`src/shared/pstx_pkg.sv`:
```
// package: register map, field layout and encoder constants for the power and s/pdif tx block
// Summary of operation
// - power register two resets to zero; bit 9 powers the pll.
// - bit 3 powers right headphone dac, bit 2 left; one is up.
// - bit 1 powers right headphone amp, bit 0 left; one is up.
// - digital power bit 7 powers all pwm channels; default zero.
// - digital power bit 6 powers the s/pdif transmitter; default zero.
// - bit 4 powers rate converter two, bit 3 converter one, bit 0 processor.
// - digital power bit 1 powers the adc/dac engine; default zero.
// - tx control resets to zero; source 000b sends the internal stream.
// - other source codes pass inputs 2,1,0,3,4,5,6 straight through.
// - tx control bit 11 high stops the transmitter, low lets it run.
// - bit 10 picks preamble edge: zero rising, one falling.
// - bit 9 is sent validity flag: zero valid, one invalid.
// - bit 8 is copy indication: zero copyrighted, one not copyrighted.
// - bits 7:0 equipment byte apply only with the internal stream.
`default_nettype none
package pstx_pkg;
  // register indices; byte address is four times the index
  localparam logic [7:0]  POWER_TWO_IDX     = 8'h06;
  localparam logic [7:0]  DIGITAL_POWER_IDX = 8'h07;
  localparam logic [7:0]  TX_CTRL_IDX       = 8'h09;
  localparam logic [15:0] POWER_TWO_RESET   = 16'h0000;
  localparam logic [15:0] DIGITAL_RESET     = 16'h0000;
  localparam logic [15:0] TX_CTRL_RESET     = 16'h0000;
  // writable bits; reserved bits are kept at zero and read as zero
  localparam logic [15:0] POWER_TWO_MASK    = 16'h020F;
  localparam logic [15:0] DIGITAL_MASK      = 16'h00DB;
  localparam logic [15:0] TX_CTRL_MASK      = 16'h7FFF;
  // power register two fields
  localparam int PLL_BIT       = 9;
  localparam int HP_DAC_R_BIT  = 3;
  localparam int HP_DAC_L_BIT  = 2;
  localparam int HP_AMP_R_BIT  = 1;
  localparam int HP_AMP_L_BIT  = 0;
  // digital power fields
  localparam int PWM_BIT       = 7;
  localparam int TX_POWER_BIT  = 6;
  localparam int RC_TWO_BIT    = 4;
  localparam int RC_ONE_BIT    = 3;
  localparam int ENGINE_BIT    = 1;
  localparam int CORE_BIT      = 0;
  // tx control fields
  localparam int SRC_MSB       = 14;
  localparam int SRC_LSB       = 12;
  localparam int TX_DIS_BIT    = 11;
  localparam int PRE_EDGE_BIT  = 10;
  localparam int VALIDITY_BIT  = 9;
  localparam int COPY_BIT      = 8;
  localparam int EQUIP_MSB     = 7;
  localparam int EQUIP_LSB     = 0;
  localparam logic [2:0] SRC_INTERNAL = 3'h0;
  // encoder framing
  localparam int SAMPLE_W          = 24;
  localparam int FIFO_DEPTH        = 2;
  localparam logic [7:0] HALF_CELL_CYCLES = 8'h02;
  localparam logic [5:0] LAST_HALF        = 6'h3F;
  localparam logic [7:0] LAST_FRAME       = 8'hBF;
  localparam logic [7:0] PRE_BLOCK  = 8'hE8;
  localparam logic [7:0] PRE_FIRST  = 8'hE2;
  localparam logic [7:0] PRE_SECOND = 8'hE4;
  localparam logic [4:0] FIRST_DATA_SLOT = 5'h04;
  localparam int AUDIO_LSB_SLOT = 4;
  localparam int VALID_SLOT     = 28;
  localparam int USER_SLOT      = 29;
  localparam int STATUS_SLOT    = 30;
  localparam int PARITY_SLOT    = 31;
  localparam logic [7:0] CS_COPY_FRAME  = 8'h02;
  localparam logic [7:0] CS_EQUIP_FRAME = 8'h08;
  typedef enum logic [1:0] {
    ENC_IDLE = 2'b00,
    ENC_RUN  = 2'b01
  } pstx_enc_state_t;
endpackage
`default_nettype wire

```
`src/verilog/pstx_top.sv`:
```
// power control registers and s/pdif transmitter with pass-through source mux
`default_nettype none

module pstx_fifo #(
  parameter int W     = 24,
  parameter int DEPTH = 2
) (
  input  wire logic         clk_i,
  input  wire logic         rst_i,
  input  wire logic         ce_i,
  input  wire logic [W-1:0] in_data_i,
  input  wire logic         in_valid_i,
  output logic              in_ready_o,
  output logic [W-1:0]      out_data_o,
  output logic              out_valid_o,
  input  wire logic         out_ready_i
);
  localparam int AW = (DEPTH > 1) ? $clog2(DEPTH) : 1;
  localparam logic [AW:0]   FULL_COUNT = (AW+1)'(DEPTH);
  localparam logic [AW-1:0] LAST_PTR   = AW'(DEPTH - 1);
  logic [W-1:0]  mem [DEPTH];
  logic [AW-1:0] wr_ptr_reg;
  logic [AW-1:0] rd_ptr_reg;
  logic [AW:0]   count_reg;
  logic          push;
  logic          pop;

  assign in_ready_o  = (count_reg != FULL_COUNT);
  assign out_valid_o = (count_reg != '0);
  assign out_data_o  = mem[rd_ptr_reg];
  assign push        = in_valid_i && in_ready_o;
  assign pop         = out_valid_o && out_ready_i;

  always_ff @(posedge clk_i) begin
    if (ce_i && push) begin
      mem[wr_ptr_reg] <= in_data_i;
    end
  end

  always_ff @(posedge clk_i) begin
    if (rst_i) begin
      wr_ptr_reg <= '0;
      rd_ptr_reg <= '0;
      count_reg  <= '0;
    end else if (ce_i) begin
      if (push) begin
        wr_ptr_reg <= (wr_ptr_reg == LAST_PTR) ? '0 : wr_ptr_reg + 1'b1;
      end
      if (pop) begin
        rd_ptr_reg <= (rd_ptr_reg == LAST_PTR) ? '0 : rd_ptr_reg + 1'b1;
      end
      if (push && !pop) begin
        count_reg <= count_reg + 1'b1;
      end else if (pop && !push) begin
        count_reg <= count_reg - 1'b1;
      end
    end
  end
endmodule // pstx_fifo

module pstx_top
  import pstx_pkg::*;
(
  input  wire logic                clk_i,
  input  wire logic                rst_i,
  input  wire logic                ce_i,
  // classic wishbone slave
  input  wire logic                wb_cyc_i,
  input  wire logic                wb_stb_i,
  input  wire logic                wb_we_i,
  input  wire logic [7:0]          wb_adr_i,
  input  wire logic [3:0]          wb_sel_i,
  input  wire logic [31:0]         wb_dat_i,
  output logic [31:0]              wb_dat_o,
  output logic                     wb_ack_o,
  // power enables
  output logic                     pll_power_o,
  output logic                     headphone_dac_right_power_o,
  output logic                     headphone_dac_left_power_o,
  output logic                     headphone_amp_right_power_o,
  output logic                     headphone_amp_left_power_o,
  output logic                     pwm_power_o,
  output logic                     spdif_tx_power_o,
  output logic                     rate_converter_two_power_o,
  output logic                     rate_converter_one_power_o,
  output logic                     engine_power_o,
  output logic                     core_power_o,
  // internal audio stream, alternating first and second channel
  input  wire logic [SAMPLE_W-1:0] sample_data_i,
  input  wire logic                sample_valid_i,
  output logic                     sample_ready_o,
  // pass-through pins
  input  wire logic                passthru_input_0_i,
  input  wire logic                passthru_input_1_i,
  input  wire logic                passthru_input_2_i,
  input  wire logic                passthru_input_3_i,
  input  wire logic                passthru_input_4_i,
  input  wire logic                passthru_input_5_i,
  input  wire logic                passthru_input_6_i,
  output logic                     spdif_o
);
  localparam logic [7:0] POWER_TWO_ADR = {POWER_TWO_IDX[5:0], 2'b00};
  localparam logic [7:0] DIGITAL_ADR   = {DIGITAL_POWER_IDX[5:0], 2'b00};
  localparam logic [7:0] TX_CTRL_ADR   = {TX_CTRL_IDX[5:0], 2'b00};

  logic [15:0]         power_two_reg;
  logic [15:0]         digital_reg;
  logic [15:0]         tx_ctrl_reg;
  logic                ack_reg;
  logic [31:0]         rdata_reg;
  logic                bus_req;
  logic                bus_wr;
  logic [15:0]         rd_mux;
  logic [6:0]          pt_meta_reg;
  logic [6:0]          pt_sync_reg;
  logic                pt_sel;
  logic [2:0]          src;
  logic                tx_active;
  logic                enc_go;
  pstx_enc_state_t     state_reg;
  logic [7:0]          tick_cnt_reg;
  logic                tick;
  logic [5:0]          half_reg;
  logic [7:0]          frame_reg;
  logic                chan_b_reg;
  logic [SAMPLE_W-1:0] sample_reg;
  logic                line_reg;
  logic                out_reg;
  logic [SAMPLE_W-1:0] fifo_data;
  logic                fifo_valid;
  logic                fifo_pop;
  logic [31:0]         word;
  logic [7:0]          pre_pat;
  logic                cs_bit;
  logic [4:0]          slot;

  // byte lanes 0 and 1 carry the 16-bit registers; the upper lanes are ignored
  function automatic logic [15:0] merge(input logic [15:0] old, input logic [15:0] mask);
    logic [15:0] val;
    val = old;
    if (wb_sel_i[0]) begin
      val[7:0] = wb_dat_i[7:0];
    end
    if (wb_sel_i[1]) begin
      val[15:8] = wb_dat_i[15:8];
    end
    return val & mask;
  endfunction

  assign bus_req  = wb_cyc_i && wb_stb_i && !ack_reg;
  assign bus_wr   = bus_req && wb_we_i;
  assign wb_ack_o = ack_reg;
  assign wb_dat_o = rdata_reg;

  always_ff @(posedge clk_i) begin
    if (rst_i) begin
      ack_reg <= 1'b0;
    end else if (ce_i) begin
      ack_reg <= bus_req;
    end
  end

  // reserved bits are masked off, so a careless write cannot reach them
  always_ff @(posedge clk_i) begin
    if (rst_i) begin
      power_two_reg <= POWER_TWO_RESET;
      digital_reg   <= DIGITAL_RESET;
      tx_ctrl_reg   <= TX_CTRL_RESET;
    end else if (ce_i && bus_wr) begin
      if (wb_adr_i == POWER_TWO_ADR) begin
        power_two_reg <= merge(power_two_reg, POWER_TWO_MASK);
      end
      if (wb_adr_i == DIGITAL_ADR) begin
        digital_reg <= merge(digital_reg, DIGITAL_MASK);
      end
      if (wb_adr_i == TX_CTRL_ADR) begin
        tx_ctrl_reg <= merge(tx_ctrl_reg, TX_CTRL_MASK);
      end
    end
  end

  always_comb begin
    case (wb_adr_i)
      POWER_TWO_ADR: rd_mux = power_two_reg;
      DIGITAL_ADR:   rd_mux = digital_reg;
      TX_CTRL_ADR:   rd_mux = tx_ctrl_reg;
      default:       rd_mux = 16'h0000;
    endcase
  end

  always_ff @(posedge clk_i) begin
    if (rst_i) begin
      rdata_reg <= 32'h0000_0000;
    end else if (ce_i && bus_req) begin
      rdata_reg <= {16'h0000, rd_mux};
    end
  end

  assign pll_power_o                 = power_two_reg[PLL_BIT];
  assign headphone_dac_right_power_o = power_two_reg[HP_DAC_R_BIT];
  assign headphone_dac_left_power_o  = power_two_reg[HP_DAC_L_BIT];
  assign headphone_amp_right_power_o = power_two_reg[HP_AMP_R_BIT];
  assign headphone_amp_left_power_o  = power_two_reg[HP_AMP_L_BIT];
  assign pwm_power_o                 = digital_reg[PWM_BIT];
  assign spdif_tx_power_o            = digital_reg[TX_POWER_BIT];
  assign rate_converter_two_power_o  = digital_reg[RC_TWO_BIT];
  assign rate_converter_one_power_o  = digital_reg[RC_ONE_BIT];
  assign engine_power_o              = digital_reg[ENGINE_BIT];
  assign core_power_o                = digital_reg[CORE_BIT];

  // pass-through pins are asynchronous to clk_i
  always_ff @(posedge clk_i) begin
    if (rst_i) begin
      pt_meta_reg <= 7'h00;
      pt_sync_reg <= 7'h00;
    end else if (ce_i) begin
      pt_meta_reg <= {passthru_input_6_i, passthru_input_5_i, passthru_input_4_i,
                      passthru_input_3_i, passthru_input_2_i, passthru_input_1_i,
                      passthru_input_0_i};
      pt_sync_reg <= pt_meta_reg;
    end
  end

  assign src = tx_ctrl_reg[SRC_MSB:SRC_LSB];

  always_comb begin
    case (src)
      3'h1:    pt_sel = pt_sync_reg[2];
      3'h2:    pt_sel = pt_sync_reg[1];
      3'h3:    pt_sel = pt_sync_reg[0];
      3'h4:    pt_sel = pt_sync_reg[3];
      3'h5:    pt_sel = pt_sync_reg[4];
      3'h6:    pt_sel = pt_sync_reg[5];
      3'h7:    pt_sel = pt_sync_reg[6];
      default: pt_sel = 1'b0;
    endcase
  end

  // the transmitter needs both its power bit and a clear disable bit
  assign tx_active = spdif_tx_power_o && !tx_ctrl_reg[TX_DIS_BIT];
  assign enc_go    = tx_active && (src == SRC_INTERNAL);

  always_ff @(posedge clk_i) begin
    if (rst_i) begin
      state_reg <= ENC_IDLE;
    end else if (ce_i) begin
      case (state_reg)
        ENC_IDLE: state_reg <= enc_go ? ENC_RUN : ENC_IDLE;
        ENC_RUN:  state_reg <= enc_go ? ENC_RUN : ENC_IDLE;
        default:  state_reg <= ENC_IDLE;
      endcase
    end
  end

  assign tick = (state_reg == ENC_RUN) && (tick_cnt_reg == HALF_CELL_CYCLES - 8'h01);

  always_ff @(posedge clk_i) begin
    if (rst_i || state_reg != ENC_RUN) begin
      tick_cnt_reg <= 8'h00;
    end else if (ce_i) begin
      tick_cnt_reg <= tick ? 8'h00 : tick_cnt_reg + 8'h01;
    end
  end

  // samples are drawn only at subframe boundaries, so the buffer fills and stalls the source
  pstx_fifo #(
    .W     (SAMPLE_W),
    .DEPTH (FIFO_DEPTH)
  ) u_fifo (
    .clk_i       (clk_i),
    .rst_i       (rst_i),
    .ce_i        (ce_i),
    .in_data_i   (sample_data_i),
    .in_valid_i  (sample_valid_i),
    .in_ready_o  (sample_ready_o),
    .out_data_o  (fifo_data),
    .out_valid_o (fifo_valid),
    .out_ready_i (fifo_pop)
  );

  assign fifo_pop = tick && (half_reg == LAST_HALF);

  // channel status: copy flag and equipment byte sit in the first block bytes
  always_comb begin
    cs_bit = 1'b0;
    if (frame_reg == CS_COPY_FRAME) begin
      cs_bit = tx_ctrl_reg[COPY_BIT];
    end else if (frame_reg >= CS_EQUIP_FRAME && frame_reg < CS_EQUIP_FRAME + 8'h08) begin
      cs_bit = tx_ctrl_reg[frame_reg[2:0]];
    end
  end

  always_comb begin
    word = 32'h0000_0000;
    word[AUDIO_LSB_SLOT +: SAMPLE_W] = sample_reg;
    word[VALID_SLOT]  = tx_ctrl_reg[VALIDITY_BIT];
    word[USER_SLOT]   = 1'b0;
    word[STATUS_SLOT] = cs_bit;
    word[PARITY_SLOT] = ^word[STATUS_SLOT:AUDIO_LSB_SLOT];
  end

  always_comb begin
    if (chan_b_reg) begin
      pre_pat = PRE_SECOND;
    end else if (frame_reg == 8'h00) begin
      pre_pat = PRE_BLOCK;
    end else begin
      pre_pat = PRE_FIRST;
    end
  end

  assign slot = half_reg[5:1];

  // even parity returns the line to low before every preamble
  always_ff @(posedge clk_i) begin
    if (rst_i || state_reg != ENC_RUN) begin
      half_reg   <= 6'h00;
      frame_reg  <= 8'h00;
      chan_b_reg <= 1'b0;
      line_reg   <= 1'b0;
      sample_reg <= '0;
    end else if (ce_i && tick) begin
      if (slot < FIRST_DATA_SLOT) begin
        line_reg <= pre_pat[3'h7 - half_reg[2:0]];
      end else if (!half_reg[0] || word[slot]) begin
        line_reg <= !line_reg;
      end
      half_reg <= half_reg + 6'h01;
      if (half_reg == LAST_HALF) begin
        // an empty buffer sends silence rather than stalling the link
        sample_reg <= fifo_valid ? fifo_data : '0;
        chan_b_reg <= !chan_b_reg;
        if (chan_b_reg) begin
          frame_reg <= (frame_reg == LAST_FRAME) ? 8'h00 : frame_reg + 8'h01;
        end
      end
    end
  end

  always_ff @(posedge clk_i) begin
    if (rst_i) begin
      out_reg <= 1'b0;
    end else if (ce_i) begin
      if (!tx_active) begin
        out_reg <= 1'b0;
      end else if (src == SRC_INTERNAL) begin
        out_reg <= line_reg ^ tx_ctrl_reg[PRE_EDGE_BIT];
      end else begin
        out_reg <= pt_sel;
      end
    end
  end

  assign spdif_o = out_reg;
endmodule // pstx_top
`default_nettype wire
```
`config.mk`:
```
export PLATFORM = sky130hd
export DESIGN_NAME = pstx_top
export DESIGN_NICKNAME = d
export VERILOG_FILES = /design/src/shared/pstx_pkg.sv /design/src/verilog/pstx_top.sv
export SDC_FILE = /design/constraint.sdc
export NUM_CORES = 1
export LEC_CHECK = 0
export ABC_AREA = 1
export BUFFER_PORTS_ARGS = -buffer_cell sky130_fd_sc_hd__buf_2
export CORE_MARGIN = 1
export CORE_UTILIZATION = 26
export DETAILED_ROUTE_END_ITERATION = 8
export GPL_TIMING_DRIVEN = 0
export SLEW_MARGIN = 20
export SYNTH_ARGS = -nofsm -noshare
export SYNTH_HDL_FRONTEND = slang
export SYNTH_SLANG_ARGS = --single-unit
```
`constraint.sdc`:
```
create_clock -name clk_i -period 2.1 [get_ports clk_i]
set_input_delay 0.21 -clock clk_i [delete_from_list [all_inputs] [get_ports clk_i]]
set_output_delay 0.21 -clock clk_i [all_outputs]
set_load 0.01 [all_outputs]
```
# After elaboration in Yosys (flattened, before gate mapping)
# Memories as Yosys holds them, arrays and structs flattened. A register that Yosys moved wholly into a read port is not among the register bits.
# Index checks and enable logic that the tools add are counted.
[classes]
n_addsub = 8
magnitude_cmp = 6
n_eq_ne = 17
mux = 29
n_bitwise = 1
reduce_logical = 44
[ops]
columns = ["op", "n"]
rows = [
  ["$pmux 15 s3", 1],
  ["$reduce_xor 27->1", 1],
  ["$mux 24", 1],
  ["$reduce_and 3->1", 6],
  ["$mux 1", 17],
  ["$add 8x1->8 const B", 2],
  ["$eq 8x5->1 const B", 2],
  ["$logic_and 1x1->1", 16],
  ["$mux 8", 2],
  ["$eq 3x3->1 const B", 4],
  ["$reduce_and 2->1", 5],
  ["$eq 8x1->1 const B", 1],
  ["$eq 8x2->1 const B", 1],
  ["$eq 8x6->1 const B", 1],
  ["$eq 8x8->1 const B", 1],
  ["$ge 8x4->1 const B", 1],
  ["$logic_not 8->1", 1],
  ["$lt 8x5->1 const B", 1],
  ["$mux 4", 2],
  ["$logic_not 1->1", 7],
  ["$pmux 1 s7", 1],
  ["$add 6x1->6 const B", 1],
  ["$bmux 1 s3", 2],
  ["$eq 3x2->1 const B", 2],
  ["21 further kinds", 26],
]
[word_totals]
register_bits = 112
ram_bits = 48
in_bits = 82
output_inout_bits = 46
word_cells = 126
n_memories = 1
[memory_table]
columns = ["memory", "words", "width", "rd", "rd_clocked_by_memory_dff", "write_ports", "line", "rtl"]
rows = [
  ["u_fifo.mem", 2, 24, 1, 1, 1, "pstx_top.sv:21", "logic [W-1:0] mem [DEPTH];"],
]

# Logic depth before layout (Yosys ltp)
[depth]
word_depth = 10
depth_mapped = 23
mapped_depth_nobuf = 22

# Modules after synthesis
# Synthesis repeated with hierarchy kept, for this count alone.
[hier_totals]
cells_unflattened = 909
hier_area_um2 = 7646.1
[by_module_without_submodules]
columns = ["mod", "n_inst", "cells_per_inst", "area_each_um2", "seq_area_each_um2"]
rows = [
  ["pstx_top", 1, 793, 5546.6, 2122.0],
  ["pstx_fifo", 1, 116, 2099.5, 1541.5],
]

# Worst setup path after synthesis
# Ideal clock, no wire load.
[synth_timing]
kind = "reg2reg"
startpoint = "register u_fifo.count_reg[0]"
endpoint = "memory u_fifo.mem[0][0] (enable)"
setup_ns = 0.405
t_arrival_ns = 1.764
required_ns = 1.695
path_slack_ns = -0.069
stages_incl_launch_ff = 5
n_path_buf = 0
synth_period_minus_slack_ns = 2.169
cell_sequence = "dfxtp_1 inv_1 a21boi_0 nand2_1 nor2_1"
[synth_between]
elab_chain_cells = 5
[synth_lines]
columns = ["item", "line", "rtl"]
rows = [
  ["from (decl)", "pstx_top.sv:24", "logic [AW:0] count_reg;"],
  ["from (signal assigned)", "pstx_top.sv:53", "count_reg <= count_reg + 1'b1;"],
  ["from (signal assigned)", "pstx_top.sv:55", "count_reg <= count_reg - 1'b1;"],
  ["$ne 2x2->1", "pstx_top.sv:28", "assign in_ready_o = (count_reg != FULL_COUNT);"],
  ["$logic_and 1x1->1", "pstx_top.sv:31", "assign push = in_valid_i && in_ready_o;"],
  ["$logic_and 1x1->1", "pstx_top.sv:35", "if (ce_i && push) begin"],
  ["$mux 1", "pstx_top.sv:35", ""],
  ["$mux 1 (not written as such)", "pstx_top.sv:36", "mem[wr_ptr_reg] <= in_data_i;"],
  ["to (decl)", "pstx_top.sv:21", ""],
]
# No other way between the ends.

# Worst setup path after layout
[layout_timing]
startpoint = "register half_reg[0]"
endpoint = "register sample_reg[2]"
[layout_between]
elab_chain_cells = 2
[layout_lines]
columns = ["item", "line", "rtl"]
rows = [
  ["from (decl)", "pstx_top.sv:123", "logic [5:0] half_reg;"],
  ["from (signal assigned)", "pstx_top.sv:328", "half_reg <= half_reg + 6'h01;"],
  ["$eq 6x6->1", "pstx_top.sv:329", "if (half_reg == LAST_HALF) begin"],
  ["$reduce_and 2->1 (no line)", "n/a", ""],
  ["to (signal assigned)", "pstx_top.sv:331", "sample_reg <= fifo_valid ? fifo_data : '0;"],
  ["to (decl)", "pstx_top.sv:126", "logic [SAMPLE_W-1:0] sample_reg;"],
]
# No other way between the ends.
# A chain may end at the register's enable or synchronous reset.

==> metrics.md <==
| Metric | Value |
|---|---|
| Hold Crit Start | passthru_input_2_i |
| Yosys reg bits | 159 |
| PD cells | 699 mW/mm^2 |
| CP cell instances | ha_4 > inv_2 > nor3_4 > inv_2 > nor3_4 > inv_2 > buf_4 > nor2_8 > inv_4 > nor2_8 > buf_8 > o211ai_1 > a21oi_1 |
| Layout Nets | 1181 |
| Clock Skew | 0.0113 ns |
| Vias in the first global route | 6218 |
| Largest fanout on the critical path | 10 |
| Vias | 6594 |
| Worst Setup Start Kind | register |
| CP peak stage delay | 0.36 ns |
| Max_slew headroom | 0.492 |
| Overflow after GRT | 0 |
| Buffers and inverters on the worst path | 6 |
| Vias/cell | 4.45 |
| Maxcap violations | 0 |
| # IOs | 128 |
| Max Slew Vio Count | 0 |
| Yosys cell types | 46 |
| Min-Delay Path Class | primary input to register |
| Area grow syn2layout | 28.8% |
| Leakage | 0.00376 uW |
| Die height | 171 um |
| Clock Pin Slew Worst Setup and Hold Paths | 0.07 ns |
| Share of cells above drive strength 1 | 0.235 |
| Layout Utilization | 0.342 |
| Routed WL per cell | 12.5 um |
| Num Clock Sinks | 159 |
| EDFF count, synth | 48 |
| First-pass DRT Iterations | 5 |
| Commonest register cell after synthesis | dfxtp_1 |
| Slowest cell on crit path | dfxtp_4 |
| Post-DRT Antenna Nets | 0 |
| Clock root buffer | clkbuf_16 |
| Clock Latency Late Sink | 0.43 ns |
| Maximum clock insertion buffer count | 2 |
| Endpoint, Worst Hold | pt_meta_reg[2] |
| Syn Inst Count | 927 |
| Synthesis Warnings | 0 |
| Final Hold Viols | 0 |
| Crit end category | register |
| Reg-to-Reg End | sample_reg[2] |
| Max FFs per register | 48 |
| Largest net degree at the start of global routing | 25 |
| Setup CP Type | register to register |
| Starting DRT DRC Count | 329 |
| Placed Instances | 1410 |
| CTS tree | yes |
| Die width | 171 um |
| CP most frequent cell | inv_2 |
| Post-DP HPWL | 13200 um |
| Reg2reg setup slack | 0.12 ns |
| RSZ-0062 raised after global routing | yes |
| Peak supply drop | 524 uV |
| Num CTS Buffers | 17 |
| Final WL | 18500 um |
| H-Tree Depth | 4 |
| First-pass GRT wire length | 30200 um |
| Max Clock Freq | 0.504 GHz |
| Number of port buffers | 89 |
| Register area share after synthesis | 0.495 |
| Fin crit period | 1.98 ns |
| Final Wtd Congestion | 0.845 |
| R2R depth | 13 |
| CP Data Required Time | 2.45 ns |
| Final setup vio count | 0 |
| Commonest non-fill, non-tap cell in the layout | nand2_1 |
| Core box area | 0.0279 sq mm |
| Outcome | completed |
| Data arrival, critical path | 2.33 ns |
| Fin crit share | 0.945 |
| ANT cells | 0 |
| Rows | 61 |
| FFs w/ async S/R, synth | 0 |
| Post-Syn Area | 0.00740 sq mm |
| Worst-Margin Slew | 0.760 ns |
| Commonest cells after routing, fill and taps aside | nand2_1 (196), a21oi_1 (92), buf_2 (90), dfxtp_1 (90), nor2_1 (84) |
| Fill cells | 2906 |
| Tot GR Track Use | 0.130 |
| Syn Area/Cell | 7.98 sq um |
| Initial Util | 0.266 |
| Initial antenna violation count | 0 |
| Hold path cells | 3 |
| DRC errors left | 0 |
| R2r startpoint | half_reg[0] |
| Die area | 0.0291 sq mm |
| Tot Pwr | 6670 uW |
| CP delay by family, top | buffers and inverters |
| Final non-filler cell total | 1482 |
-- worst register-to-register path, stage by stage, from the launching register on --
cell and delay, ns:
dfxtp_4 0.36, ha_4 0.13, inv_2 0.04, nor3_4 0.14, inv_2 0.07, nor3_4 0.12, inv_2 0.07, buf_4 0.16
nor2_8 0.12, inv_4 0.08, nor2_8 0.14, buf_8 0.16, o211ai_1 0.15, a21oi_1 0.16
-- logic make-up after synthesis --
group           after synthesis  synth area share
compound gates              216             0.160
xor+xnor                     12            0.0142
fa+ha+maj                     8            0.0135
buf+inv                     140            0.0835
flops                       159             0.495
other cells                   1          0.000507
simple gates                391             0.233
-- final cells by class --
class                      count  area [sq um]  area share
sequential                   159          3690       0.387
multi-input combinational    644          3300       0.346
timing repair buffer         129           828      0.0869
tap                          378           473      0.0496
clock buffer                  20           468      0.0491
inverter                      90           345      0.0362
buffer                        50           309      0.0324
clock inverter                12           121      0.0127
-- layer usage --
layer	GRT usage	part of all wire	vias to the layer above
met4	0.0364	0.010	0
met2	0.231	0.51	118
met3	0.0220	0.028	16
met5	0	0	-
li1	-	-	3391
met1	0.161	0.45	3069
-- how the worst max path moves through the flow --
stage,start,endpoint,depth (start not counted)
2_1_floorplan,u_fifo.count_reg[0],u_fifo.mem[0][0],4
3_3_place_gp,u_fifo.count_reg[0],u_fifo.mem[0][1],4
3_5_place_dp,half_reg[0],u_fifo.count_reg[1],15
4_1_cts,half_reg[0],u_fifo.count_reg[1],15
5_1_grt,tick_cnt_reg[1],sample_reg[2],12
6_report,half_reg[0],sample_reg[2],13
-- synth_stat cells (all sizes together) (2+ instances only) --
library cell,number,area (sq um)
nand2,209,795
dfxtp,111,2220
nor2,96,405
a21oi,93,465
inv,87,329
o21ai,82,410
edfxtp,48,1440
buf,25,183
clkbuf,25,95.1
nand3,25,130
or2,24,150
nor3,23,130
o211ai,22,165
ha,8,100
nand4,8,50.1
xnor2,6,52.6
xor2,6,52.6
a31oi,5,31.3
a211oi,4,35.0
clkinv,3,11.3
nor3b,3,22.5
nor4,2,33.8
o2111ai,2,17.5
o22ai,2,12.5
-- what timing repair did --
action                                  in CTS  in global routing
setup buffers                                9                  4
hold buffers                                26                  0
endpoints found under the setup margin       3                 36
gates cloned                                 0                  1
gates resized for setup                     15                 66
hold endpoints to repair                    50                  0
pin swaps                                   11                 22
-- where the power goes --
| group | total (uW) | internal [uW] | switching (uW) |
|---|---|---|---|
| combinational | 326 | 146 | 180 |
| clock | 3100 | 1770 | 1330 |
| sequential | 3240 | 3220 | 20.0 |
-- per-stage QoR --
step | TNS, ns | hold slack (ns) | setup WS, ns | area (sq um)
floorplan | -3.30 | 0.309 | -0.0687 | 7460
global placement | -35.10 | 0.399 | -0.734 | 8380
detailed placement | -0.180 | 0.402 | -0.180 | 8400
CTS | 0 | 0.00461 | 0.00846 | 9350
global route | -0.102 | 0.0232 | -0.0299 | 9540
finish | 0 | 0.0166 | 0.116 | 9540
(Power assumes the default switching activity.)
